File: src/rtw_count_src.sv
`default_nettype none

// ==========================================================================
// Shared constants and carriers
package rtw_pkg;
  localparam int CNT_W = 8;
  localparam logic [1:0] MODE_TIMER = 2'h0;
  localparam logic [1:0] MODE_WAVE = 2'h1;
  localparam logic [1:0] MODE_ONESHOT = 2'h2;
  localparam logic [1:0] MODE_WAIT = 2'h3;
  localparam logic [1:0] SRC_F1 = 2'h0;
  localparam logic [1:0] SRC_F8 = 2'h1;
  localparam logic [1:0] SRC_NEIGH = 2'h2;
  localparam logic [1:0] SRC_F2 = 2'h3;
  localparam logic [7:0] RST_VALUE = 8'h00;
  localparam logic [2:0] DIV_RST = 3'h0;
  localparam logic [2:0] DIV_F8_LAST = 3'h7;
  localparam logic [2:0] DIV_ONE = 3'h1;

  typedef struct packed {
    logic pre_wr;
    logic [7:0] pre_data;
    logic pri_wr;
    logic [7:0] pri_data;
    logic sec_wr;
    logic [7:0] sec_data;
  } rtw_wr_t;

  typedef struct packed {
    logic counting;
    logic oneshot_active;
    logic secondary_phase;
    logic [7:0] pre_count;
    logic [7:0] main_count;
  } rtw_status_t;

  typedef enum logic [1:0] {
    PH_IDLE = 2'b00,
    PH_PRIMARY = 2'b01,
    PH_SECONDARY = 2'b10
  } rtw_phase_t;
endpackage

// ==========================================================================
// Count source selector: peripheral taps or neighbour underflow
module rtw_count_src (
  input wire logic clk,
  input wire logic rst,
  input wire logic [1:0] sel,
  input wire logic neighbour_uf,
  output logic tick
);
  logic [2:0] div_q;

  // Free running divider; taps are one-cycle enables, not derived clocks
  always_ff @(posedge clk or posedge rst)
  begin
    if (rst)
      div_q <= rtw_pkg::DIV_RST;
    else
      div_q <= div_q + rtw_pkg::DIV_ONE;
  end

  // Tap select
  always_comb
  begin
    case (sel)
      rtw_pkg::SRC_F1: tick = 1'b1;
      rtw_pkg::SRC_F8: tick = (div_q == rtw_pkg::DIV_F8_LAST);
      rtw_pkg::SRC_NEIGH: tick = neighbour_uf;
      rtw_pkg::SRC_F2: tick = div_q[0];
      default: tick = 1'b0;
    endcase
  end
endmodule

`default_nettype wire

File: src/rtw_timer.sv
`default_nettype none

// Behaviour
// - Prescaler and main counter are both 8-bit down-counters.
// - Mode 00 timer, 01 waveform, 10 one-shot, 11 wait one-shot (code 11 runs as plain timer here).
// - Timer mode while counting: select 0 writes reload and counter, 1 reload only.
// - Each stage has reload and counter; main decrements per prescaler underflow.
// - Prescale value reaches its counter only on a count source edge.
// - Main value reaches its counter only on a prescaler underflow.
// - Four count sources: three clock taps and the neighbour timer underflow.
// - Waveform: output inverts at each underflow; primary and secondary reload alternately.
// - Waveform: after start the primary value counts first, then secondary.
// - Waveform periods are (pre+1)(primary+1) and (pre+1)(secondary+1) source cycles.
// - Start bit 1 starts; start 0 or forced stop halts counting.
// - Waveform interrupt follows the secondary-ending underflow, with the output change.
// - Waveform writes hit reload and counter when stopped, reload only when counting.
// - Waveform: new values show from the primary period after the primary write.
// - Output level bit sets polarity of primary and secondary periods.
// - Output switch picks waveform or port latch; applied at start or interrupt.
// - One-shot: each trigger gives one (pre+1)(primary+1) pulse; secondary unused.
// - One-shot underflow reloads counter, ends pulse, clears active flag.
// - One-shot: counter reloads from reload register whenever counting halts.
// - One-shot: with start set, software or pin edge trigger starts a pulse.
// - One-shot ends on underflow reload, one-shot stop, start cleared, forced stop.
// - One-shot interrupt follows the underflow, with the pulse end.
// - Pin acts as trigger only while pin trigger enable is 1.
// - One-shot writes while counting hit reload only, used at next reload.
module rtw_timer (
  input wire logic CLK,
  input wire logic RST,
  input wire logic [1:0] MODE,
  input wire logic [1:0] COUNT_SOURCE_SEL,
  input wire logic WRITE_PATH_SELECT,
  input wire logic COUNT_START_BIT,
  input wire logic FORCED_STOP_BIT,
  input wire logic OUTPUT_LEVEL_BIT,
  input wire logic OUTPUT_SWITCH_BIT,
  input wire logic PIN_TRIGGER_ENABLE,
  input wire logic TRIGGER_RISING,
  input wire logic ONESHOT_START_BIT,
  input wire logic ONESHOT_STOP_BIT,
  input wire logic PORT_LATCH,
  input wire logic NEIGHBOUR_UNDERFLOW,
  input wire logic EXTERNAL_TRIGGER_PIN,
  input wire rtw_pkg::rtw_wr_t WRITES,
  output logic PULSE_OUTPUT_PIN,
  output logic TIMER_IRQ,
  output rtw_pkg::rtw_status_t STATUS
);
  logic tick;
  logic [7:0] pre_rl_q;
  logic [7:0] pri_rl_q;
  logic [7:0] sec_rl_q;
  logic [7:0] sec_act_q;
  logic [7:0] pre_cnt_q;
  logic [7:0] main_cnt_q;
  logic pre_pend_q;
  logic main_pend_q;
  logic run_q;
  logic fstop_hold_q;
  logic os_active_q;
  logic evt_q;
  logic evt_sec_q;
  logic irq_q;
  logic wave_q;
  logic wave_d;
  logic pin_q;
  logic sw_q;
  logic trig_s1_q;
  logic trig_s2_q;
  logic trig_s3_q;
  rtw_pkg::rtw_phase_t phase_q;
  logic run_now;
  logic start_evt;
  logic stop_evt;
  logic is_wave;
  logic is_os;
  logic cnt_en;
  logic pre_uf;
  logic main_uf;
  logic trigger;
  logic os_end;
  logic os_halt;
  logic prim_lvl;
  logic is_tmr;

  // ========================================================================
  // Count source
  rtw_count_src u_src (
    .clk(CLK),
    .rst(RST),
    .sel(COUNT_SOURCE_SEL),
    .neighbour_uf(NEIGHBOUR_UNDERFLOW),
    .tick(tick)
  );

  // ========================================================================
  // Start, stop and trigger decode
  assign is_wave = (MODE == rtw_pkg::MODE_WAVE);
  assign is_os = (MODE == rtw_pkg::MODE_ONESHOT);
  // Wait one-shot is outside this block, so its code runs as plain timer
  assign is_tmr = (MODE == rtw_pkg::MODE_TIMER) || (MODE == rtw_pkg::MODE_WAIT);
  // Forced stop holds until software drops the start bit, so a stale 1 cannot restart
  assign run_now = COUNT_START_BIT && !FORCED_STOP_BIT && !fstop_hold_q;
  assign start_evt = run_now && !run_q;
  assign stop_evt = run_q && !run_now;
  assign cnt_en = run_q && tick && (!is_os || os_active_q);
  assign pre_uf = cnt_en && !pre_pend_q && (pre_cnt_q == rtw_pkg::RST_VALUE);
  assign main_uf = pre_uf && !main_pend_q && (main_cnt_q == rtw_pkg::RST_VALUE);
  // Third stage only feeds the edge detector; first stage is read by the second alone
  assign trigger = ONESHOT_START_BIT || (PIN_TRIGGER_ENABLE &&
                   (TRIGGER_RISING ? (trig_s2_q && !trig_s3_q) : (!trig_s2_q && trig_s3_q)));
  assign os_end = ONESHOT_STOP_BIT || stop_evt || main_uf;
  assign os_halt = is_os && os_end;
  assign prim_lvl = !OUTPUT_LEVEL_BIT;

  // Pin synchroniser
  always_ff @(posedge CLK or posedge RST)
  begin
    if (RST)
    begin
      trig_s1_q <= 1'b0;
      trig_s2_q <= 1'b0;
      trig_s3_q <= 1'b0;
    end
    else
    begin
      trig_s1_q <= EXTERNAL_TRIGGER_PIN;
      trig_s2_q <= trig_s1_q;
      trig_s3_q <= trig_s2_q;
    end
  end

  // Run state and forced stop hold
  always_ff @(posedge CLK or posedge RST)
  begin
    if (RST)
    begin
      run_q <= 1'b0;
      fstop_hold_q <= 1'b0;
    end
    else
    begin
      run_q <= run_now;
      if (FORCED_STOP_BIT)
        fstop_hold_q <= 1'b1;
      else if (!COUNT_START_BIT)
        fstop_hold_q <= 1'b0;
    end
  end

  // One-shot active flag; a trigger while active is dropped
  always_ff @(posedge CLK or posedge RST)
  begin
    if (RST)
      os_active_q <= 1'b0;
    else if (!is_os || os_end)
      os_active_q <= 1'b0;
    else if (run_q && trigger && !os_active_q)
      os_active_q <= 1'b1;
  end

  // ========================================================================
  // Reload registers
  always_ff @(posedge CLK or posedge RST)
  begin
    if (RST)
    begin
      pre_rl_q <= rtw_pkg::RST_VALUE;
      pri_rl_q <= rtw_pkg::RST_VALUE;
      sec_rl_q <= rtw_pkg::RST_VALUE;
    end
    else
    begin
      if (WRITES.pre_wr)
        pre_rl_q <= WRITES.pre_data;
      if (WRITES.pri_wr)
        pri_rl_q <= WRITES.pri_data;
      if (WRITES.sec_wr)
        sec_rl_q <= WRITES.sec_data;
    end
  end

  // Pending counter loads for timer-mode writes that reach the counters too
  always_ff @(posedge CLK or posedge RST)
  begin
    if (RST)
    begin
      pre_pend_q <= 1'b0;
      main_pend_q <= 1'b0;
    end
    else if (!run_q || start_evt)
    begin
      pre_pend_q <= 1'b0;
      main_pend_q <= 1'b0;
    end
    else
    begin
      if (is_tmr && !WRITE_PATH_SELECT && WRITES.pre_wr)
        pre_pend_q <= 1'b1;
      else if (cnt_en)
        pre_pend_q <= 1'b0;
      if (is_tmr && !WRITE_PATH_SELECT && WRITES.pri_wr)
        main_pend_q <= 1'b1;
      else if (pre_uf)
        main_pend_q <= 1'b0;
    end
  end

  // ========================================================================
  // Prescaler counter
  always_ff @(posedge CLK or posedge RST)
  begin
    if (RST)
      pre_cnt_q <= rtw_pkg::RST_VALUE;
    else if (start_evt || os_halt)
      pre_cnt_q <= pre_rl_q;
    else if (!run_q)
    begin
      if (WRITES.pre_wr)
        pre_cnt_q <= WRITES.pre_data;
    end
    else if (cnt_en)
    begin
      if (pre_pend_q || pre_cnt_q == rtw_pkg::RST_VALUE)
        pre_cnt_q <= pre_rl_q;
      else
        pre_cnt_q <= pre_cnt_q - 8'h01;
    end
  end

  // Main counter; waveform alternates primary and secondary reloads
  always_ff @(posedge CLK or posedge RST)
  begin
    if (RST)
      main_cnt_q <= rtw_pkg::RST_VALUE;
    else if (start_evt || os_halt)
      main_cnt_q <= pri_rl_q;
    else if (!run_q)
    begin
      if (WRITES.pri_wr)
        main_cnt_q <= WRITES.pri_data;
    end
    else if (pre_uf)
    begin
      if (main_pend_q)
        main_cnt_q <= pri_rl_q;
      else if (main_cnt_q != rtw_pkg::RST_VALUE)
        main_cnt_q <= main_cnt_q - 8'h01;
      else if (is_wave && phase_q == rtw_pkg::PH_PRIMARY)
        main_cnt_q <= sec_act_q;
      else
        main_cnt_q <= pri_rl_q;
    end
  end

  // Secondary value is captured at each primary start, so new values begin there
  always_ff @(posedge CLK or posedge RST)
  begin
    if (RST)
      sec_act_q <= rtw_pkg::RST_VALUE;
    else if (!run_q && WRITES.sec_wr)
      sec_act_q <= WRITES.sec_data;
    else if (start_evt || (main_uf && phase_q == rtw_pkg::PH_SECONDARY))
      sec_act_q <= sec_rl_q;
  end

  // ========================================================================
  // Waveform phase
  always_ff @(posedge CLK or posedge RST)
  begin
    if (RST)
      phase_q <= rtw_pkg::PH_IDLE;
    else
    begin
      case (phase_q)
        rtw_pkg::PH_IDLE:
          if (start_evt && is_wave)
            phase_q <= rtw_pkg::PH_PRIMARY;
        rtw_pkg::PH_PRIMARY:
          if (!run_now || !is_wave)
            phase_q <= rtw_pkg::PH_IDLE;
          else if (main_uf)
            phase_q <= rtw_pkg::PH_SECONDARY;
        rtw_pkg::PH_SECONDARY:
          if (!run_now || !is_wave)
            phase_q <= rtw_pkg::PH_IDLE;
          else if (main_uf)
            phase_q <= rtw_pkg::PH_PRIMARY;
        default:
          phase_q <= rtw_pkg::PH_IDLE;
      endcase
    end
  end

  // Underflow event, delayed one clock to stand in for the half source cycle
  always_ff @(posedge CLK or posedge RST)
  begin
    if (RST)
    begin
      evt_q <= 1'b0;
      evt_sec_q <= 1'b0;
    end
    else
    begin
      evt_q <= main_uf && run_now;
      evt_sec_q <= (phase_q == rtw_pkg::PH_SECONDARY);
    end
  end

  // ========================================================================
  // Output level
  always_comb
  begin
    wave_d = wave_q;
    if (is_wave)
    begin
      if (start_evt)
        wave_d = prim_lvl;
      else if (!run_q)
        wave_d = !prim_lvl;
      else if (evt_q)
        wave_d = !wave_q;
    end
    else if (is_os)
    begin
      // Underflow end waits for the active flag to drop, so pin and interrupt move together
      if (!os_active_q || (os_end && !main_uf))
        wave_d = !prim_lvl;
      else
        wave_d = prim_lvl;
    end
    else
      wave_d = !prim_lvl;
  end

  // Output switch is sampled only at start and at an interrupt
  always_ff @(posedge CLK or posedge RST)
  begin
    if (RST)
      sw_q <= 1'b0;
    else if (start_evt || irq_q)
      sw_q <= OUTPUT_SWITCH_BIT;
  end

  // Pin and interrupt move on the same edge
  always_ff @(posedge CLK or posedge RST)
  begin
    if (RST)
    begin
      wave_q <= 1'b1;
      pin_q <= 1'b0;
      irq_q <= 1'b0;
    end
    else
    begin
      wave_q <= wave_d;
      pin_q <= (is_tmr || sw_q) ? PORT_LATCH : wave_d;
      irq_q <= evt_q && (!is_wave || evt_sec_q);
    end
  end

  // ========================================================================
  // Outputs
  assign PULSE_OUTPUT_PIN = pin_q;
  assign TIMER_IRQ = irq_q;
  assign STATUS = '{counting: run_q, oneshot_active: os_active_q,
                    secondary_phase: (phase_q == rtw_pkg::PH_SECONDARY),
                    pre_count: pre_cnt_q, main_count: main_cnt_q};
endmodule

`default_nettype wire

File: config.mk
export PLATFORM = sky130hd
export DESIGN_NAME = rtw_timer
export DESIGN_NICKNAME = d
export VERILOG_FILES = /design/src/rtw_count_src.sv /design/src/rtw_timer.sv
export SDC_FILE = /design/constraint.sdc
export NUM_CORES = 1
export LEC_CHECK = 0
export BUFFER_PORTS_ARGS = -buffer_cell sky130_fd_sc_hd__buf_2
export CORE_MARGIN = 5
export CORE_UTILIZATION = 56
export CTS_CLUSTER_SIZE = 12
export DETAILED_ROUTE_END_ITERATION = 8
export HOLD_SLACK_MARGIN = 0.03
export PLACE_DENSITY = 0.77
export SYNTH_ARGS = -nofsm -noshare
export SYNTH_HDL_FRONTEND = slang
export SYNTH_SLANG_ARGS = --single-unit
export TNS_END_PERCENT = 20
File: constraint.sdc
create_clock -name CLK -period 3.5 [get_ports CLK]
set_input_delay 0.175 -clock CLK [delete_from_list [all_inputs] [get_ports CLK]]
set_output_delay 0.175 -clock CLK [all_outputs]
set_load 0.05 [all_outputs]
==> run summary, run 1 <==
## Run status
• completed — outcome

## Clock network
• 70 ps — clock slew seen by the registers of the worst setup and hold paths
• 67 — count of clock tree sinks
• 2 — Longest Clk Path Bufs
• 350 ps — clock latency reported for the late side of the worst-skew pair
• 9 — number of buffers added by the clock tree synthesis step
• clkbuf_8 — Root Buffer Master
• 0 — Post-CTS Setup Inserts
• 3 — count of H-tree levels built during CTS
• yes — TritonCTS clock tree

## Floorplan
• 91.6 µm — die boundary width
• 6420 µm² — standard cell core area
• 8380 µm² — DIE AREA
• 91.6 µm — overall die height
• 66 — boundary pin count
• 29 — standard-cell row count
• 58.0% — initial core utilization

## Critical path
• 3730 ps — worst path required time
• 450 ps — CP peak stage delay
• 3010 ps — worst path arrival time
• pre_cnt_q[0] — RR Startpoint
• o22a_1 — cell repeated most along the worst path
• 12 — peak fanout along the critical path
• register — startpoint kind of the worst setup timing path
• inv_1, ha_1, nor3b_1, nand2_1, nor4_4, o22a_1, buf_4, a21oi_1, o22a_1 — cells traversed along the worst timing path
• dfrtp_1 — critical path's slowest cell
• register to register — category of the most critical setup path
• pre_cnt_q[0] — launch point of the critical path
• register — type of element capturing the critical path

## Layout
• 527 — non-filler cells in the finished layout
• 28.0% — proportion of layout cells with a drive suffix above 1
• 497 — NumNets Final
• 16.6% — synthesis-to-finish area growth
• 0 — diodes inserted
• 67.6% — Util after Layout

## Pwr
• 1.47 mW — cell-internal power
• 2.18 mW — Total Power
• 0.706 mW — net switching power
• 32.4% — switching share of power
• 23.5% — Gate power share
• 501 nW/µm² — power per cell area
• 286 µV — IR Drop Worst-Case VDD
• 43.9% — Sequential Power Share
• 1.95 nW — leakage
• 32.7% — clock share of power

## Synth
• 0 — number of warnings issued by yosys
• 9.85 µm² — mean cell area of the mapped netlist
• 59 — number of distinct library cell variants in the gate-level netlist after synthesis
• 0 — number of synthesized flops with an enable pin
• 45.0% — share of synthesized area occupied by flip-flops and latches
• 3720 µm² — post-synth design cell area
• 100% — share of synthesized flip-flops with an asynchronous set or reset
• 430 — post-synthesis net count
• 378 — cell count after synthesis
• dfrtp_1 — top flip-flop cell by instance count after synthesis
• 67 — #FFs+latches synth

## Timing
• 720 ps — smallest setup slack after layout
• 0 ps — Total Neg Setup Slack
• 937 ps — measured slew at the worst slew-check pin
• 37.4% — worst slew margin relative to its limit
• 6.62 ps — Worst Skew
• 0 — Hold Vio Cnt, Final
• 360 MHz — Peak Freq
• false — unrepaired setup endpoints after global routing
• 0 — Final Max Tran Viols
• 0 — Final setup violation count
• 79.4% — final critical-path share of the clock period
• 2780 ps — minimum period implied by the final worst setup slack

## Placed design
• 6490 µm — half-perimeter wire length after detailed placement
• 792 ps — DP Worst Slack
• 508 — Inst Count DP
• 65 — port bufs
• 0.956 — global placer's final weighted congestion

## Detailed routing
• 17.3 µm — final routed wire length divided by cell count
• 3170 — number of vias after detailed routing
• 6.02 — Vias per Instance
• 0 — Routed Antenna Nets
• 0 — count of unresolved DRC violations after routing
• 4 — DR pass1 iterations
• 143 — number of design-rule violations left by the first detailed-router iteration
• 9100 µm — aggregate routed wire length

## Global routing
• 22.9% — total global routing track utilization
• 46 — maximum number of pins on one net before global-route repair
• 0 — number of antenna violations at the first check in global routing
• 15200 µm — wire length of the first global-routing pass
• 0 — remaining global-route overflow
• 3083 — number of global-route vias before repair

## Hold path
• primary input to async pin — class of the most critical hold timing path

## Job
• 0 — reported max-cap violation count

==> state kept, by name (all words and copies together) (netlist names), 2 cells and up <==
register	flops
pre_cnt_q	8
phase_q	2
pre_rl_q	8
pri_rl_q	8
u_src.div_q	3
sec_rl_q	8
sec_act_q	8
main_cnt_q	8
==> placed cells by master (no fill, tap or decap), types with 4 or more instances in the layout <==
| master | n |
|---|---|
| clkbuf_1 | 4 |
| nand2_1 | 40 |
| nor2b_1 | 7 |
| buf_2 | 65 |
| or3_1 | 4 |
| dfrtp_1 | 66 |
| mux2_2 | 27 |
| nor3b_1 | 4 |
| nor2_1 | 33 |
| ha_1 | 7 |
| mux2i_1 | 9 |
| xnor2_1 | 5 |
| o21ai_0 | 23 |
| a31oi_1 | 10 |
| a22oi_1 | 5 |
| clkbuf_8 | 10 |
| xor2_1 | 5 |
| a21oi_1 | 23 |
| o2bb2ai_2 | 5 |
| buf_4 | 6 |
| nor3_1 | 12 |
| inv_1 | 15 |
| a21oi_2 | 4 |
==> Yosys cell counts (all sizes together) (3+ instances only) <==
library cell | instances | area (µm²)
or3 | 4 | 25.0
mux2i | 9 | 90.1
nand3 | 3 | 15.0
a21o | 3 | 22.5
nand2b | 3 | 18.8
a31oi | 10 | 62.6
clkbuf | 8 | 30.0
dfrtp | 66 | 1650
o21ai | 26 | 130
o2bb2ai | 6 | 83.8
xnor2 | 5 | 43.8
nor3b | 4 | 30.0
ha | 7 | 87.6
o22ai | 4 | 31.3
a311oi | 3 | 26.3
nor2b | 7 | 43.8
xor2 | 5 | 43.8
nand2 | 40 | 150
nor3 | 12 | 60.1
inv | 16 | 60.1
o22a | 3 | 26.3
nor2 | 33 | 124
buf | 10 | 62.6
mux2 | 27 | 304
a22oi | 5 | 37.5
a21oi | 27 | 150
nor4 | 4 | 61.3
==> through the flow <==
stage                     instance area, µm²  hold WS, ps
after global placement                  4100          296
after detailed placement                4100          288
after CTS                               4340         44.7
final                                   4340         35.6
after floorplan                         3720          206
after global routing                    4340         51.9
==> logic make-up (layout without fill, tap and decap cells) <==
kind of cell             Yosys count  count (layout)  synth area share (%)
multiplexers                      36              36                  10.6
XOR/XNOR                          10              10                  2.35
flip-flops                        67              67                  45.0
AO/OA/AOI/OAI                    105             105                  19.6
AND/OR/NAND/NOR                  119             119                  16.0
buffers and inverters             34             106                  4.10
adder cells (fa/ha/maj)            7               7                  2.35
==> power by group through the flow <==
stage | clock (mW) | sequential [mW] | combinational [mW]
final | 0.710 | 0.954 | 0.511
after global routing | 0.758 | 0.965 | 0.558
after CTS | 0.723 | 0.951 | 0.513
after detailed placement | 0 | 0.963 | 0.507
after global placement | 0 | 0.958 | 0.497
after floorplan | 0 | 1.06 | 0.262
==> final timing paths <==
| check | end | slack, ps | cells past startpoint |
|---|---|---|---|
| min reg2reg | trig_s2_q | 370 | 0 |
| max in group asynchronous | wave_q | 2570 | 3 |
| max reg2reg | main_cnt_q[2] | 720 | 9 |
| min in group CLK | sw_q | 60 | 2 |
| max | main_cnt_q[2] | 720 | 9 |
| min | phase_q[0] | 40 | 2 |
==> per-layer routing <==
layer / vias to the layer above / part of all wire [%] / global-route usage [%]
met1: 1533 / 43 / 29.8
met4: 0 / 2.0 / 9.30
met3: 19 / 6.4 / 5.54
met2: 115 / 49 / 36.9
met5: - / 0 / 0
li1: 1503 / - / -
==> timing repair <==
action                    CTS  global route
hold endpoints to repair    2             0
gates resized for setup     0             0
hold buffers                3             0
==> worst max-delay path, delay by kind of cell, from the launching register on <==
kind / cells / cell delay (ps)
flip-flops: 1 / 450
adder cells (fa/ha/maj): 1 / 180
AND/OR/NAND/NOR: 3 / 950
AO/OA/AOI/OAI: 3 / 680
buffers and inverters: 2 / 400
==> final cells by class <==
class / count / area (µm²)
repair buffers: 74 / 400
clock buffers: 14 / 153
fillers: 514 / 2080
flip-flops and latches: 67 / 1680
clock inverters: 2 / 60.1
inverters: 16 / 60.1
multi-input cells: 277 / 1890
well taps: 77 / 96.3
Note: power is estimated with default switching activity, not from simulation.
==> inputs of run 2 (changes only) <==
- ABC_AREA: not set -> 1
- CORE_UTILIZATION: 56 -> 51
- PLACE_DENSITY: 0.77 -> 0.74
- clock period: 3.5 -> 2.38 ns (I/O delays scaled with it)
==> run 2 against run 1 <==
  * Sequential share of layout area down 3.3 points
  * Critical endpoint is now main_cnt_q[7]
  * Setup slack got worse by 510 ps
  * Cell count grew 37%
==> run summary, run 2 <==
## Synth
• 1.84% — XOR/XNOR Fraction of Synth Area
• 37 — number of distinct library cell variants in the gate-level netlist after synthesis
• 29.6% — share of synthesized cell area in and, or, nand and nor gates
• 0 — number of warnings issued by yosys
• 0 — number of synthesized flops with an enable pin
• 3800 µm² — post-synth design cell area
• 0.296% — fraction of synthesized area in multiplexers
• dfrtp_1 — cell taking the most area after synthesis
• 12.5% — area fraction in compound gates after synthesis
• 43.4% — Yosys top cell area share
• dfrtp_1, nand2_1, o21ai_0 — top cells by area, synth
• 67 — #FFs+latches synth
• simple AND/OR/NAND/NOR gates — largest family of logic cells by synthesized area
• 574 — post-synthesis net count
• 44.1% — share of synthesized area occupied by flip-flops and latches
• nand2_1, dfrtp_1, inv_1 — Commonest cells post-synth
• dfrtp_1 — top flip-flop cell by instance count after synthesis
• 2.30% — post-synthesis adder-cell area fraction
• nand2_1 — most frequent cell after synthesis
• 522 — cell count after synthesis
• 100% — share of synthesized flip-flops with an asynchronous set or reset
• 7.29 µm² — mean cell area of the mapped netlist

## Timing
• false — unrepaired setup endpoints after global routing
• 0 — Hold Vio Cnt, Final
• 0 ps — Total Neg Setup Slack
• 14.6 ps — Worst Skew
• 53.8% — worst slew margin relative to its limit
• 208 ps — smallest setup slack after layout
• 688 ps — measured slew at the worst slew-check pin
• 460 MHz — Peak Freq
• 91.3% — final critical-path share of the clock period
• 0 — Final Max Tran Viols
• 2170 ps — minimum period implied by the final worst setup slack
• 0 — Final setup violation count

## Clock network
• 9 — number of buffers added by the clock tree synthesis step
• yes — TritonCTS clock tree
• 2 — Longest Clk Path Bufs
• 70 ps — clock slew seen by the registers of the worst setup and hold paths
• 67 — count of clock tree sinks
• 350 ps — clock latency reported for the late side of the worst-skew pair
• clkbuf_8 — Root Buffer Master
• 3 — count of H-tree levels built during CTS

## Detailed routing
• 0 — Routed Antenna Nets
• 227 — number of design-rule violations left by the first detailed-router iteration
• 3660 — number of vias after detailed routing
• 0 — count of unresolved DRC violations after routing
• 5.06 — Vias per Instance
• 9530 µm — aggregate routed wire length
• 5 — DR pass1 iterations
• 13.2 µm — final routed wire length divided by cell count

## Critical path
• register to register — category of the most critical setup path
• 2400 ps — worst path arrival time
• 14 — peak fanout along the critical path
• 210 ps — register-to-register setup slack
• main_cnt_q[7] — Reg-to-Reg End
• register — type of element capturing the critical path
• 13 — Register-to-Register Path Depth
• register — startpoint kind of the worst setup timing path
• 2610 ps — worst path required time
• u_src.div_q[0] — RR Startpoint

## Global routing
• 0 — remaining global-route overflow
• 22.9% — total global routing track utilization
• 0 — number of antenna violations at the first check in global routing
• 39 — maximum number of pins on one net before global-route repair
• 16400 µm — wire length of the first global-routing pass
• 3439 — number of global-route vias before repair

## Layout
• 0 — diodes inserted
• 4750 µm² — final standard cell area without fillers
• 24.9% — synthesis-to-finish area growth
• 672 — NumNets Final
• nand2_1, dfrtp_1, inv_1, buf_2, o21ai_0 — top library cells by usage in the layout, fill and taps aside
• nand2_1 — most common cell after layout, fill and taps aside
• 16.8% — proportion of layout cells with a drive suffix above 1

## Placed design
• 6810 µm — half-perimeter wire length after detailed placement
• 4240 µm² — placed instance area
• 0.923 — global placer's final weighted congestion
• 65 — port bufs
• 102 ps — DP Worst Slack

## Run status
• completed — outcome

## Hold path
• 3 — Hold Path Depth
• sec_rl_q[0] — sink of the worst hold path
• primary input to register — class of the most critical hold timing path
• WRITES[0] — Min-Delay Startpoint

## Floorplan
• 66 — boundary pin count
• 52.4% — initial core utilization
• 96.4 µm — overall die height
• 96.4 µm — die boundary width
• 31 — standard-cell row count
• 9290 µm² — DIE AREA
• 7250 µm² — standard cell core area

## Pwr
• 2.49 nW — leakage
• 523 µV — IR Drop Worst-Case VDD
• 692 nW/µm² — power per cell area

## Job
• 0 — reported max-cap violation count

==> run 2: through the flow <==
stage | util [%] | hold WS, ps | std cells | total power [mW]
CTS | 65.4 | 34.7 | 724 | 3.30
global placement | 58.4 | 228 | 677 | 2.29
finish | 65.5 | 40.5 | 724 | 3.29
global route | 65.5 | 64.5 | 724 | 3.49
floorplan | - | 150 | 522 | 2.06
detailed placement | 58.4 | 229 | 677 | 2.31
==> run 2: timing repair <==
item,4_1_cts,5_1_grt
hold buffers,31,0
buffers inserted,0,0
setup endpoints to repair,0,8
endpoints found under the hold margin,56,0
gates resized for setup,0,2
==> run 2: per-layer routing <==
| metal | vias up | routed length (µm) | global-route usage (%) | part of all wire [%] |
|---|---|---|---|---|
| met4 | 0 | 178 | 9.81 | 1.9 |
| li1 | 1867 | - | - | - |
| met1 | 1661 | 4280 | 31.6 | 45 |
| met3 | 16 | 585 | 3.44 | 6.1 |
| met2 | 116 | 4480 | 35.8 | 47 |
| met5 | - | 0 | 0 | 0 |
==> run 2: report_power, final <==
group          switching [mW]  total [mW]  internal, mW
logic                   0.636       0.947         0.311
clock network           0.437       0.948         0.512
registers               0.114        1.39          1.28
==> run 2: worst max-delay path by stage <==
| stage | cells past startpoint | slack, ps | to | from |
|---|---|---|---|---|
| 3_3_place_gp | 13 | 210 | main_cnt_q[3] | u_src.div_q[0] |
| 5_1_grt | 8 | 0.4 | sec_act_q[2] | main_cnt_q[0] |
| 4_1_cts | 13 | 80 | main_cnt_q[7] | u_src.div_q[0] |
| 3_5_place_dp | 13 | 100 | main_cnt_q[7] | u_src.div_q[0] |
| 2_1_floorplan | 11 | 340 | pre_cnt_q[2] | main_cnt_q[0] |
| 6_report | 13 | 210 | main_cnt_q[7] | u_src.div_q[0] |
==> run 2: area by class of cell <==
type                       count  area (µm²)
sequential                    67        1680
clock inverter                 4        50.0
timing repair buffer         105         716
multi-input combinational    368        1780
clock buffer                  12         145
tap                           99         124
fill                         629        2500
inverter                      69         259
==> run 2: cell families (layout without fill, tap and decap cells) <==
logic type               after synthesis  count (layout)
multiplexers                           1               1
AO/OA/AOI/OAI                         85              85
adder cells (fa/ha/maj)                7               7
AND/OR/NAND/NOR                      267             267
XOR/XNOR                               8               8
buffers and inverters                 87             190
flip-flops                            67              67
==> run 2: worst max-delay path, cell delays in order (launching register included) <==
cell     delay (ps)
dfrtp_1         400
ha_1            200
ha_1            170
inv_1            50
nand2_1          50
nand2_1          70
nor2_2           60
nand3_2         110
nand2_2          90
a21oi_4         280
buf_4           250
nand2_1         120
nand3_1         150
nand2_1          60
==> inputs of run 3 (changes only) <==
- CORE_UTILIZATION: 51 -> 56
- PLACE_DENSITY: 0.74 -> 0.77
- clock period: 2.38 -> 2.3 ns (I/O delays scaled with it)
==> run 3 against run 2 <==
  * Register-to-register slack hardly changed
  * Clock skew is 3.3 ps lower
  * Die area is 8.0% lower
  * Largest cell class unchanged
==> run summary, run 3 (same netlist as run 2, synthesis figures left out) <==
## Pwr
• 693 nW/µm² — power per cell area
• 30.5% — Gate power share
• 25.6% — clock share of power
• 2.05 mW — cell-internal power
• 37.2% — switching share of power
• 3.27 mW — Total Power
• 2.49 nW — leakage
• 1.22 mW — net switching power
• 454 µV — IR Drop Worst-Case VDD
• 43.9% — Sequential Power Share

## Critical path
• inv_1, ha_1, nand2_1, nor3_2, nand3_2, nand2_2, nand2_2, nand2_4, nor2_4, nand2_1, nand3_1 — cells traversed along the worst timing path
• 400 ps — CP peak stage delay
• 1 — Crit path buffers/inverters
• simple AND/OR/NAND/NOR gates — Largest delay share family, worst path
• register — startpoint kind of the worst setup timing path
• 13 — peak fanout along the critical path
• register — type of element capturing the critical path
• dfrtp_1 — critical path's slowest cell
• 11 — CP Depth
• 2530 ps — worst path required time
• 2330 ps — worst path arrival time
• 11 — Register-to-Register Path Depth
• register to register — category of the most critical setup path

## Timing
• 59.7 ps — worst-case hold slack
• 0 ps — Total Neg Setup Slack
• 59.9% — worst slew margin relative to its limit
• 0 — Final Max Tran Viols
• 91.3% — final critical-path share of the clock period
• 0 — Hold Vio Cnt, Final
• 476 MHz — Peak Freq
• 199 ps — smallest setup slack after layout
• 601 ps — measured slew at the worst slew-check pin
• 11.3 ps — Worst Skew
• 2100 ps — minimum period implied by the final worst setup slack
• false — unrepaired setup endpoints after global routing
• 0 — Final setup violation count

## Layout
• nand2_1, dfrtp_1, inv_1, buf_2, o21ai_0 — top library cells by usage in the layout, fill and taps aside
• 1680 µm² — sequential standard cell area
• nand2_1 — most common cell after layout, fill and taps aside
• 707 — non-filler cells in the finished layout
• 1790 µm² — footprint of the multi-input gates
• 4720 µm² — final standard cell area without fillers
• 555 — Filler cells
• 24.2% — synthesis-to-finish area growth
• 16.9% — proportion of layout cells with a drive suffix above 1
• 675 — NumNets Final
• 0 — diodes inserted
• 70.3% — Util after Layout

## Floorplan
• 6720 µm² — standard cell core area
• 66 — boundary pin count
• 92.4 µm — die boundary width
• 30 — standard-cell row count
• 8540 µm² — DIE AREA
• 92.4 µm — overall die height
• 56.6% — initial core utilization

## Global routing
• 24.4% — total global routing track utilization
• 0 — number of antenna violations at the first check in global routing
• 3600 — number of global-route vias before repair
• 16600 µm — wire length of the first global-routing pass
• 41 — maximum number of pins on one net before global-route repair
• 0 — remaining global-route overflow

## Detailed routing
• 9990 µm — aggregate routed wire length
• 0 — Routed Antenna Nets
• 0 — count of unresolved DRC violations after routing
• 3773 — number of vias after detailed routing
• 371 — number of design-rule violations left by the first detailed-router iteration
• 5.34 — Vias per Instance
• 5 — DR pass1 iterations
• 14.1 µm — final routed wire length divided by cell count

## Clock network
• 2 — Longest Clk Path Bufs
• 350 ps — clock latency reported for the late side of the worst-skew pair
• 3 — count of H-tree levels built during CTS
• 0 — Post-CTS Setup Inserts
• 67 — count of clock tree sinks
• 9 — number of buffers added by the clock tree synthesis step
• yes — TritonCTS clock tree
• clkbuf_8 — Root Buffer Master
• 70 ps — clock slew seen by the registers of the worst setup and hold paths

## Placed design
• 65 — port bufs
• 6840 µm — half-perimeter wire length after detailed placement
• -226 ps — DP Worst Slack
• 0.889 — global placer's final weighted congestion
• 658 — Inst Count DP
• 4210 µm² — placed instance area

## Job
• 0 — reported max-cap violation count

## Run status
• completed — outcome

## Hold path
• 4 — Hold Path Depth
• primary input to register — class of the most critical hold timing path

run 3: cell count changes in the layout (fill, tap and decap cells not counted):
cell           before  now
clkinv_2            1    3
o21ai_1             1    0
nor2_1             30   29
bufinv_16           1    0
clkinvlp_4          2    0
nor2_2              1    2
a21oi_2             0    1
dlygate4sd3_1      31   33
o21ai_0            49   50
run 3: final cells by class:
class                      instances  share of cell area [%]
timing repair buffer             107                    15.6
multi-input combinational        369                    37.9
inverter                          69                    5.48
sequential                        67                    35.5
clock buffer                      12                    3.07
clock inverter                     3                   0.318
tap                               80                    2.12
run 3: repair_timing:
| action | CTS | global route |
|---|---|---|
| setup endpoints to repair | 11 | 10 |
| cloned | 0 | 1 |
| gates resized for setup | 1 | 1 |
| endpoints found under the hold margin | 54 | 0 |
| hold buffers | 33 | 0 |
| pin swaps | 0 | 1 |
run 3: power by group through the flow:
| stage | Sequential, mW | Combinational [mW] | Clock, mW |
|---|---|---|---|
| detailed placement | 1.46 | 0.932 | 0 |
| floorplan | 1.61 | 0.515 | 0 |
| CTS | 1.44 | 0.985 | 0.851 |
| global route | 1.45 | 1.10 | 0.905 |
| finish | 1.44 | 0.999 | 0.837 |
| global placement | 1.45 | 0.919 | 0 |
run 3: final timing paths:
| kind | startpoint | end | slack [ps] |
|---|---|---|---|
| setup / recovery | main_cnt_q[0] | pre_cnt_q[7] | 200 |
| setup reg to reg | main_cnt_q[0] | pre_cnt_q[7] | 200 |
| min in group asynchronous | RST | run_q | 390 |
| max in group asynchronous | RST | main_cnt_q[7] | 1280 |
| hold / removal | WRITE_PATH_SELECT | pre_pend_q | 60 |
| hold reg to reg | trig_s1_q | trig_s2_q | 360 |
run 3: tightest hold or removal path, cell delays in order:
cell     delay, ps
buf_2           80
inv_1           50
nand3_1         60
a21oi_1         60
run 3: layer usage:
layer / part of all wire, % / wire, µm / up-vias / GRT usage (%)
met5: 0 / 0 / - / 0
met4: 1.8 / 178 / 0 / 10.4
met3: 6.5 / 648 / 16 / 3.98
met2: 48 / 4820 / 143 / 39.5
met1: 43 / 4340 / 1743 / 32.5
li1: - / - / 1871 / -
